### config.mk
export PLATFORM = sky130hd
export DESIGN_NAME = olw_writer
export DESIGN_NICKNAME = d
export VERILOG_FILES = /design/src/hdl/olw_pkg.sv /design/src/hdl/olw_writer.sv
export VERILOG_INCLUDE_DIRS = /design/src /design/src/hdl
export SDC_FILE = /design/constraint.sdc
export NUM_CORES = 1
export LEC_CHECK = 0
export BUFFER_PORTS_ARGS = -buffer_cell sky130_fd_sc_hd__buf_4
export CORE_MARGIN = 5
export CORE_UTILIZATION = 40
export DETAILED_ROUTE_END_ITERATION = 10
export PLACE_DENSITY = 0.65
export SLEW_MARGIN = 20
export SYNTH_ARGS = -nofsm -noshare
export SYNTH_HDL_FRONTEND = slang
export SYNTH_SLANG_ARGS = --single-unit
### constraint.sdc
create_clock -name clk -period 3 [get_ports clk]
set_clock_uncertainty 0.05 [all_clocks]
set_input_delay 0.3 -clock clk [delete_from_list [all_inputs] [get_ports clk]]
set_output_delay 0.3 -clock clk [all_outputs]
set_load 0.02 [all_outputs]
### src/hdl/olw_consts.svh
`ifndef OLW_CONSTS_SVH
`define OLW_CONSTS_SVH

`define OLW_COLS 8'h84
`define OLW_MSG_COLS 8'h60
`define OLW_INIT_LEN 4'h6
`define OLW_STROBE_CYCLES 4'h4
`define OLW_CMD_PAGE_BASE 8'hB0
`define OLW_CMD_COL_LO 8'h00
`define OLW_CMD_COL_HI 8'h10
`define OLW_CMD_SCROLL_SETUP 8'h26
`define OLW_CMD_SCROLL_ON 8'h2F
`define OLW_CMD_DISPLAY_ON 8'hAF
`define OLW_ADDR_LAST 4'h2
`define OLW_SCROLL_LAST 4'h5
`define OLW_MODE_SEL_A 1'b1
`define OLW_MODE_SEL_B 1'b1
`define OLW_RW_WRITE 1'b0
`define OLW_DC_DATA 1'b1
`define OLW_DC_CMD 1'b0

`endif

### src/hdl/olw_pkg.sv
`default_nettype none
package olw_pkg;
  typedef enum logic [5:0] {
    OLW_ST_IDLE = 6'b00_0000,
    OLW_ST_INIT = 6'b00_0001,
    OLW_ST_CLR_ADDR = 6'b00_0010,
    OLW_ST_CLR_DATA = 6'b00_0011,
    OLW_ST_WAIT1 = 6'b00_0100,
    OLW_ST_MSG_ADDR = 6'b00_0101,
    OLW_ST_MSG_DATA = 6'b00_0110,
    OLW_ST_WAIT2 = 6'b00_0111,
    OLW_ST_SCROLL = 6'b00_1000,
    OLW_ST_DONE = 6'b00_1001
  } olw_state_t;

  typedef struct packed {
    logic dc;
    logic [7:0] data;
  } olw_xfer_t;

  typedef struct packed {
    logic cs_n;
    logic dc;
    logic rw;
    logic en;
    logic mode_a;
    logic mode_b;
    logic [7:0] data;
  } olw_bus_t;
endpackage : olw_pkg
`default_nettype wire

### src/hdl/olw_writer.sv
`include "olw_consts.svh"
`default_nettype none
// Contract
// RULE1 - Two pages: upper and lower eight rows
// RULE2 - Clear all 132 columns of both pages
// RULE3 - Init values are constants, sent on the first press
// RULE4 - Message from two constant per-page arrays
// RULE5 - Parallel interface only, not serial
// RULE6 - Read/write select low means write
// RULE7 - Chip select active low
// RULE8 - Eight-bit parallel output bus
// RULE9 - Six-bit state debug output
// RULE10 - Data/command high data, low command
// RULE11 - Active-low asynchronous board reset
// RULE12 - First press initializes and shows message
// RULE13 - Second press scrolls; later presses ignored
// RULE14 - Set dc and byte, select, pulse enable
// RULE15 - Mode selects fixed at parallel levels
module olw_writer #(
  parameter int STROBE_CYCLES = 4
) (
  input wire logic clk,
  input wire logic reset_n,
  input wire logic trigger_button,
  output olw_pkg::olw_bus_t bus,
  output logic [5:0] state_debug,
  output logic init_done
);
  olw_pkg::olw_state_t state_reg, state_next;
  logic btn_s1_reg, btn_s2_reg, btn_d_reg;
  logic [7:0] col_reg, col_next;
  logic page_reg, page_next;
  logic [3:0] idx_reg, idx_next;
  logic [3:0] ph_reg;
  logic busy_reg;
  logic start;
  olw_pkg::olw_xfer_t xf;
  olw_pkg::olw_bus_t bus_reg;

  function automatic logic [7:0] init_byte(input logic [3:0] i);
    unique case (i)
      4'h0: init_byte = `OLW_CMD_DISPLAY_ON;
      4'h1: init_byte = 8'hA1;
      4'h2: init_byte = 8'hC8;
      4'h3: init_byte = 8'hA6;
      4'h4: init_byte = 8'hA4;
      default: init_byte = 8'h40;
    endcase
  endfunction : init_byte

  // Message arrays, one per page; each bit is one pixel
  function automatic logic [7:0] msg_byte(input logic pg, input logic [7:0] c);
    logic [7:0] v;
    v = 8'h00;
    if (c[7:3] == 5'h05 || c[7:3] == 5'h07) begin
      v = pg ? 8'h0F : 8'hF0; // RULE4
    end else if (c[2:0] == 3'h0) begin
      v = pg ? 8'h3C : 8'hFF; // RULE4
    end
    msg_byte = v;
  endfunction : msg_byte

  // Button sync and rising edge; first stage read only by second
  always_ff @(posedge clk or negedge reset_n) begin
    if (!reset_n) begin
      btn_s1_reg <= 1'b0;
      btn_s2_reg <= 1'b0;
      btn_d_reg <= 1'b0;
    end else begin
      btn_s1_reg <= trigger_button;
      btn_s2_reg <= btn_s1_reg;
      btn_d_reg <= btn_s2_reg;
    end
  end
  wire press = btn_s2_reg & ~btn_d_reg;
  wire last_ph = (ph_reg == 4'(STROBE_CYCLES - 1));
  wire xfer_end = busy_reg & last_ph;
  wire col_last = (col_reg == `OLW_COLS - 8'h01);
  wire msg_last = (col_reg == `OLW_MSG_COLS - 8'h01);
  wire [7:0] page_cmd = `OLW_CMD_PAGE_BASE | {7'h00, page_reg}; // RULE1

  // Byte selection for the current state
  always_comb begin
    xf.dc = `OLW_DC_CMD;
    xf.data = 8'h00;
    start = 1'b0;
    unique case (state_reg)
      olw_pkg::OLW_ST_INIT: begin
        xf.data = init_byte(idx_reg); // RULE3
        start = 1'b1;
      end
      olw_pkg::OLW_ST_CLR_ADDR, olw_pkg::OLW_ST_MSG_ADDR: begin
        xf.data = (idx_reg == 4'h0) ? page_cmd :
                  (idx_reg == 4'h1) ? `OLW_CMD_COL_LO : `OLW_CMD_COL_HI;
        start = 1'b1;
      end
      olw_pkg::OLW_ST_CLR_DATA: begin
        xf.dc = `OLW_DC_DATA; // RULE10
        xf.data = 8'h00; // RULE2
        start = 1'b1;
      end
      olw_pkg::OLW_ST_MSG_DATA: begin
        xf.dc = `OLW_DC_DATA; // RULE10
        xf.data = msg_byte(page_reg, col_reg); // RULE4
        start = 1'b1;
      end
      olw_pkg::OLW_ST_SCROLL: begin
        xf.data = (idx_reg == 4'h0) ? `OLW_CMD_SCROLL_SETUP :
                  (idx_reg == `OLW_SCROLL_LAST) ? `OLW_CMD_SCROLL_ON : 8'h00;
        start = 1'b1;
      end
      default: ;
    endcase
  end

  // Sequencer
  always_comb begin
    state_next = state_reg;
    col_next = col_reg;
    page_next = page_reg;
    idx_next = idx_reg;
    unique case (state_reg)
      olw_pkg::OLW_ST_IDLE:
        if (press) begin
          state_next = olw_pkg::OLW_ST_INIT; // RULE12
          idx_next = 4'h0;
        end
      olw_pkg::OLW_ST_INIT:
        if (xfer_end) begin
          idx_next = idx_reg + 4'h1;
          if (idx_reg == `OLW_INIT_LEN - 4'h1) begin
            state_next = olw_pkg::OLW_ST_CLR_ADDR;
            idx_next = 4'h0;
            page_next = 1'b0;
          end
        end
      olw_pkg::OLW_ST_CLR_ADDR, olw_pkg::OLW_ST_MSG_ADDR:
        if (xfer_end) begin
          idx_next = idx_reg + 4'h1;
          col_next = 8'h00;
          if (idx_reg == `OLW_ADDR_LAST) begin
            idx_next = 4'h0;
            state_next = (state_reg == olw_pkg::OLW_ST_CLR_ADDR) ?
              olw_pkg::OLW_ST_CLR_DATA : olw_pkg::OLW_ST_MSG_DATA;
          end
        end
      olw_pkg::OLW_ST_CLR_DATA:
        if (xfer_end) begin
          col_next = col_reg + 8'h01;
          if (col_last) begin // RULE2
            page_next = ~page_reg;
            state_next = page_reg ? olw_pkg::OLW_ST_MSG_ADDR :
                                    olw_pkg::OLW_ST_CLR_ADDR;
          end
        end
      olw_pkg::OLW_ST_MSG_DATA:
        if (xfer_end) begin
          col_next = col_reg + 8'h01;
          if (msg_last) begin
            page_next = ~page_reg;
            state_next = page_reg ? olw_pkg::OLW_ST_WAIT2 :
                                    olw_pkg::OLW_ST_MSG_ADDR;
          end
        end
      olw_pkg::OLW_ST_WAIT2:
        if (press) begin
          state_next = olw_pkg::OLW_ST_SCROLL; // RULE13
          idx_next = 4'h0;
        end
      olw_pkg::OLW_ST_SCROLL:
        if (xfer_end) begin
          idx_next = idx_reg + 4'h1;
          if (idx_reg == `OLW_SCROLL_LAST) begin
            state_next = olw_pkg::OLW_ST_DONE; // RULE13
          end
        end
      default: ;
    endcase
  end

  always_ff @(posedge clk or negedge reset_n) begin
    if (!reset_n) begin
      state_reg <= olw_pkg::OLW_ST_IDLE; // RULE11
      col_reg <= 8'h00;
      page_reg <= 1'b0;
      idx_reg <= 4'h0;
    end else begin
      state_reg <= state_next;
      col_reg <= col_next;
      page_reg <= page_next;
      idx_reg <= idx_next;
    end
  end

  // Transfer phases: 0 setup with select, 1..N-2 enable high, N-1 hold
  always_ff @(posedge clk or negedge reset_n) begin
    if (!reset_n) begin
      ph_reg <= 4'h0;
      busy_reg <= 1'b0;
    end else if (busy_reg) begin
      ph_reg <= last_ph ? 4'h0 : ph_reg + 4'h1;
      busy_reg <= ~last_ph;
    end else if (start) begin
      busy_reg <= 1'b1;
    end
  end

  always_ff @(posedge clk or negedge reset_n) begin
    if (!reset_n) begin
      bus_reg.cs_n <= 1'b1; // RULE7
      bus_reg.dc <= `OLW_DC_CMD;
      bus_reg.rw <= `OLW_RW_WRITE;
      bus_reg.en <= 1'b0;
      bus_reg.mode_a <= `OLW_MODE_SEL_A;
      bus_reg.mode_b <= `OLW_MODE_SEL_B;
      bus_reg.data <= 8'h00;
    end else begin
      bus_reg.cs_n <= ~(busy_reg & ~last_ph); // RULE7 RULE14
      bus_reg.dc <= xf.dc; // RULE10 RULE14
      bus_reg.rw <= `OLW_RW_WRITE; // RULE6
      bus_reg.en <= busy_reg && ph_reg != 4'h0 && !last_ph; // RULE14
      bus_reg.mode_a <= `OLW_MODE_SEL_A; // RULE5 RULE15
      bus_reg.mode_b <= `OLW_MODE_SEL_B; // RULE15
      bus_reg.data <= xf.data; // RULE8 RULE14
    end
  end

  assign bus = bus_reg;
  assign state_debug = state_reg; // RULE9
  assign init_done = (state_reg == olw_pkg::OLW_ST_WAIT2) ||
                     (state_reg == olw_pkg::OLW_ST_SCROLL) ||
                     (state_reg == olw_pkg::OLW_ST_DONE);
endmodule : olw_writer
`default_nettype wire

# --- Yosys cells after proc, flatten, opt, wreduce, memory -nomap -nowiden ---
# Index checks and enable logic that the tools add are counted.
op_classes:
  addsub: 3
  reduce_logical: 22
  eq_ne: 32
  n_bitwise: 7
  mux: 48
ops:
  columns: ["op", "count"]
  rows:
  - ["2-to-1 mux 6 bit", 14]
  - ["2-to-1 mux 8 bit", 7]
  - ["one-hot mux 6 bit (7 select lines)", 1]
  - ["one-hot mux 8 bit (5 select lines)", 1]
  - ["one-hot mux 8 bit (4 select lines)", 1]
  - ["2-to-1 mux 4 bit", 7]
  - ["!= test 2 bit (second input constant)", 12]
  - ["equality test 6 x 3 -> 1 bit (second input constant)", 3]
  - ["one-hot mux 4 bit (4 select lines)", 1]
  - ["one-hot mux 8 bit (2 select lines)", 1]
  - ["AND reduction 13 bit", 1]
  - ["equality test 4 x 2 -> 1 bit (second input constant)", 3]
  - ["equality test 6 x 2 -> 1 bit (second input constant)", 2]
  - ["equality test 6 x 4 -> 1 bit (second input constant)", 2]
  - ["equality test 5 x 3 -> 1 bit (second input constant)", 2]
  - ["2-to-1 mux 1 bit", 10]
  - ["adder 4 x 1 -> 4 bit (second input constant)", 2]
  - ["adder 8 x 1 -> 8 bit (second input constant)", 1]
  - ["equality test 4 x 3 -> 1 bit (second input constant)", 2]
  - ["equality test 8 x 7 -> 1 bit (second input constant)", 1]
  - ["equality test 8 bit (second input constant)", 1]
  - ["nonzero test 4 bit", 2]
  - ["AND reduction 7 bit", 1]
  - ["nonzero test 7 bit", 1]
  - ["other kinds (21)", 33]
word_totals:
  inputBits: 3
  word_cells: 125
  register_bits: 38

# --- Depth between registers and ports, before layout ---
logic_depth:
  ltp_word: 5
  depth_mapped: 7
  ltp_nobuf: 7

# --- Least setup slack after synthesis ---
# OpenSTA, ideal clock, no wires.
synth_path:
  path_type: "reg2reg"
  start: "register idx_reg[1]"
  end: "register state_reg[0], in the netlist state_debug[0]"
  arrival_time_ns: 1.804
  setup_ns: 0.125
  required_ns: 2.825
  setup_slack_ns: 1.021
  path_stages_with_launch: 8
  cell_sequence: "dfrtp_1 inv_1 ha_1 nand3b_4 o32ai_2 nand4_2 a21oi_2 mux2_4"
synth_between:
  elab_chain_cells: 3
  elab_cells_between_ends: 6
synth_lines:
  columns: ["item", "line_no", "rtl"]
  rows:
  - ["start: declaration", "olw_writer.sv:33", "logic [3:0] idx_reg, idx_next;"]
  - ["start signal: assignment", "olw_writer.sv:191", "idx_reg <= idx_next;"]
  - ["equality test 4 x 2 -> 1 bit or equality test 4 x 3 -> 1 bit (tied branches)", null, null]
  - ["!= test 2 bit (no source line)", null, null]
  - ["AND reduction 13 bit (no source line) *", null, null]
  - ["end signal: assignment", "olw_writer.sv:183", "state_reg <= olw_pkg::OLW_ST_IDLE;"]
  - ["end signal: assignment", "olw_writer.sv:188", "state_reg <= state_next;"]
  - ["end: declaration", "olw_writer.sv:29", "olw_pkg::olw_state_t state_reg, state_next;"]
# Every way passes the cells marked *; elsewhere a longest branch is shown, timed or not.
# A chain may end at the register's enable or synchronous reset.

# --- Worst setup path after layout ---
layout_path:
  start: "register state_reg[2], in the netlist state_debug[2]"
  end: "register state_reg[0], in the netlist state_debug[0]"
layout_between:
  elab_chain_cells: 5
  elab_cells_between_ends: 27
layout_lines:
  columns: ["item", "line_no", "rtl"]
  rows:
  - ["equality test 6 x 2 -> 1 bit", "olw_writer.sv:122, olw_writer.sv:143", null]
  - ["2-to-1 mux 3 bit", "olw_writer.sv:143", "state_next = (state_reg == olw_pkg::OLW_ST_CLR_ADDR) ?"]
  - ["2-to-1 mux 6 bit", "olw_writer.sv:141", "if (idx_reg == `OLW_ADDR_LAST) begin"]
  - ["2-to-1 mux 6 bit", "olw_writer.sv:138", "if (xfer_end) begin"]
  - ["one-hot mux 6 bit (7 select lines)", "olw_writer.sv:122", "unique case (state_reg)"]
# Parallel ways exist; a longest one is shown, timed or not. The select of a mux whose other input is x is not followed.

==> impl_metrics.json <==
{
  "die_w_um": 85.9,
  "remaining_drc_errors": 0,
  "cp_max_fo": 26,
  "ys.flop_type": "dfrtp_1",
  "cts_max_path_buffers": 2,
  "antenna_left": 0,
  "port-buffer-count": 18,
  "synth_edf_count": 0,
  "ys_seq_area_frac": 0.391,
  "grt_pass1_vias": 1634,
  "grt_pass1_wl_um": 7690,
  "cts.sinks": 36,
  "critPathMaxStageDelay_ns": 0.65,
  "ys_top_cells_by_count": "dfrtp_1, nand2_1, inv_1, nor2_1, o21ai_0",
  "synth_compound_area_frac": 0.211,
  "dp_hpwl_um": 3250,
  "cts.repair.resized": 0,
  "synth_top_cells_by_area": "dfrtp_1, ha_1, buf_4",
  "cts_tree": "done",
  "rsz0062_at_grt": "false",
  "fin_crit_sh": 0.764,
  "status": "finished clean",
  "ys_seq_elements": 36,
  "largest_reg_flops": 11,
  "fin_util": 0.456,
  "clk_latency_ns": 0.28,
  "dieArea_mm2": 0.00739,
  "period_needed_ns": 2.29,
  "maxCapViolCount": 0,
  "synth_area_per_cell_um2": 9.57,
  "synth_area_mm2": 0.00231,
  "syn_inst": 241,
  "routed_wl_um": 4530,
  "synth_top_family_by_area": "simple AND/OR/NAND/NOR gates",
  "total_power_w": 0.00256,
  "worst_pin_slew_ns": 0.740,
  "multi_input_area_mm2": 0.00123,
  "crit_chain": "nor4b_1, a31oi_1, or2_1, a21oi_2, mux2_4",
  "worstPathArrival_ns": 2.41,
  "core_area_mm2": 0.00554,
  "fmax_ghz": 0.437,
  "dp_cells": 317,
  "hold_class": "primary input to register",
  "core.rowCount": 27,
  "fillers": 540,
  "fin_nets": 264,
  "h-tree-depth": 2,
  "final_cells": 325,
  "worstSetupEndpointType": "register",
  "fin_setup_tns_ns": 0,
  "diodes": 0,
  "cp.required_ns": 3.12,
  "max_slew_margin": 0.507,
  "drt_iter0_markers": 94,
  "powerDensity_mw_per_mm2": 1010,
  "place_congestion": 0.854,
  "synth-xor-area-share": 0.0228,
  "design_area_mm2": 0.00252,
  "overflow": 0,
  "firstDrtPassIters": 4,
  "synthMuxAreaShare": 0.0201,
  "finalSetupViolCount": 0,
  "synthSimpleGateAreaFrac": 0.228,
  "grt_util_all_layers": 0.128,
  "synth.largest_area_cell": "dfrtp_1",
  "chipHeight_um": 85.9,
  "cts_buffers": 5,
  "initial_utilization": 0.416,
  "antenna_found_initial": 0,
  "placed_area_mm2": 0.00244,
  "synth_most_common_cell": "dfrtp_1",
  "seq_area_um2": 902,
  "timing.final.max_slew_violations": 0,
  "ys_async_sr_fraction": 1.00,
  "synth_cell_types": 72,
  "vias": 1801,
  "post_drt_wl_per_cell_um": 14.0,
  "grt_max_degree": 37,
  "crit_type": "register to register",
  "root_buffer": "clkbuf_8",
  "hold_viol": 0,
  "yosysWarnings": 0,
  "ir_drop_v": 0.000389,
  "synth_top_area_frac": 0.380,
  "slowest_stage": "dfrtp_1",
  "cp-start-kind": "register",
  "power.leakage_nw": 1.11,
  "clk_pin_slew_worst_paths_ns": 0.07,
  "via_per_inst": 5.54,
  "syn_to_final_growth_pct": 9.44,
  "drive_gt1_frac": 0.170,
  "io_pins": 24,
  "yosys.area_share.adder": 0.0434
}
routing by layer:
layer  global-route usage  part of all wire
met1                0.174              0.47
met3               0.0346             0.059
met4               0.0504             0.019
met2                0.191              0.45
met5                    0                 0
cells in the final DEF (no fill, tap or decap), types with 2 or more instances in the layout:
| master | n |
|---|---|
| nor3_1 | 2 |
| o211ai_1 | 3 |
| nor2b_1 | 2 |
| mux2i_1 | 2 |
| nand4b_1 | 2 |
| xor2_1 | 2 |
| o221ai_1 | 3 |
| o22ai_1 | 5 |
| dfrtp_1 | 35 |
| clkbuf_8 | 5 |
| nand2b_1 | 4 |
| conb_1 | 5 |
| nand2_1 | 19 |
| nand3_1 | 10 |
| a21oi_1 | 8 |
| nand4_1 | 5 |
| a211oi_1 | 4 |
| or3_1 | 2 |
| a21o_1 | 2 |
| nor2_1 | 16 |
| nand4bb_1 | 2 |
| xnor2_1 | 4 |
| ha_1 | 8 |
| buf_4 | 20 |
| o21ai_0 | 15 |
| a31oi_1 | 2 |
| nor3b_1 | 3 |
| nor4b_1 | 3 |
| or4_1 | 2 |
| inv_1 | 16 |
worst max-delay path: cells and delay by family, from the launching register on:
family          cells  cell delay [ns]
compound gates      2             0.30
simple gates        2             0.86
flops               1             0.65
mux                 1             0.32
path summary, 6_finish.rpt:
check	start	end	slack, ns	cells after the start
max in group asynchronous	reset_n	bus[13]	2.11	2
worst min-delay path	trigger_button	btn_s1_reg	0.07	1
worst min register to register	btn_s1_reg	btn_s2_reg	0.30	0
min in group asynchronous	reset_n	ph_reg[3]	0.46	2
worst max-delay path	state_debug[2]	state_debug[0]	0.71	5
worst max register to register	state_debug[2]	state_debug[0]	0.71	5
through the flow:
stage,worst slack (ns),hold slack [ns]
after floorplan,1.02,-0.0456
after global placement,0.749,0.237
after detailed placement,0.728,0.237
after CTS,0.719,0.0655
after global routing,0.610,0.0581
final,0.709,0.0742
timing repair:
item / in CTS / in global routing
buffers inserted: 0 / 0
hold buffers: 1 / 0
endpoints found under the hold margin: 35 / 0
cell type report:
class	instances	share of cell area
Timing Repair Buffer	21	0.0634
Clock inverter	1	0.00198
Inverter	17	0.0253
Clock buffer	6	0.0287
Tap cell	72	0.0357
Sequential cell	36	0.357
Multi-Input combinational cell	172	0.488
logic make-up after synthesis:
logic type,after synthesis
DFF,36
xor gates and xnor gates,6
other,2
AOI/OAI and AO/OA,63
and+or+nand+nor,86
adders and majority gates,8
buffers and inverters,36
muxes,4
power breakdown:
| part | switching, W | internal (W) |
|---|---|---|
| Combinational | 0.000758 | 0.000585 |
| Clock | 0.000157 | 0.000158 |
| Sequential | 0.000256 | 0.000644 |
| Total | 0.00117 | 0.00139 |
No activity file was read; power rests on OpenSTA's default activity.
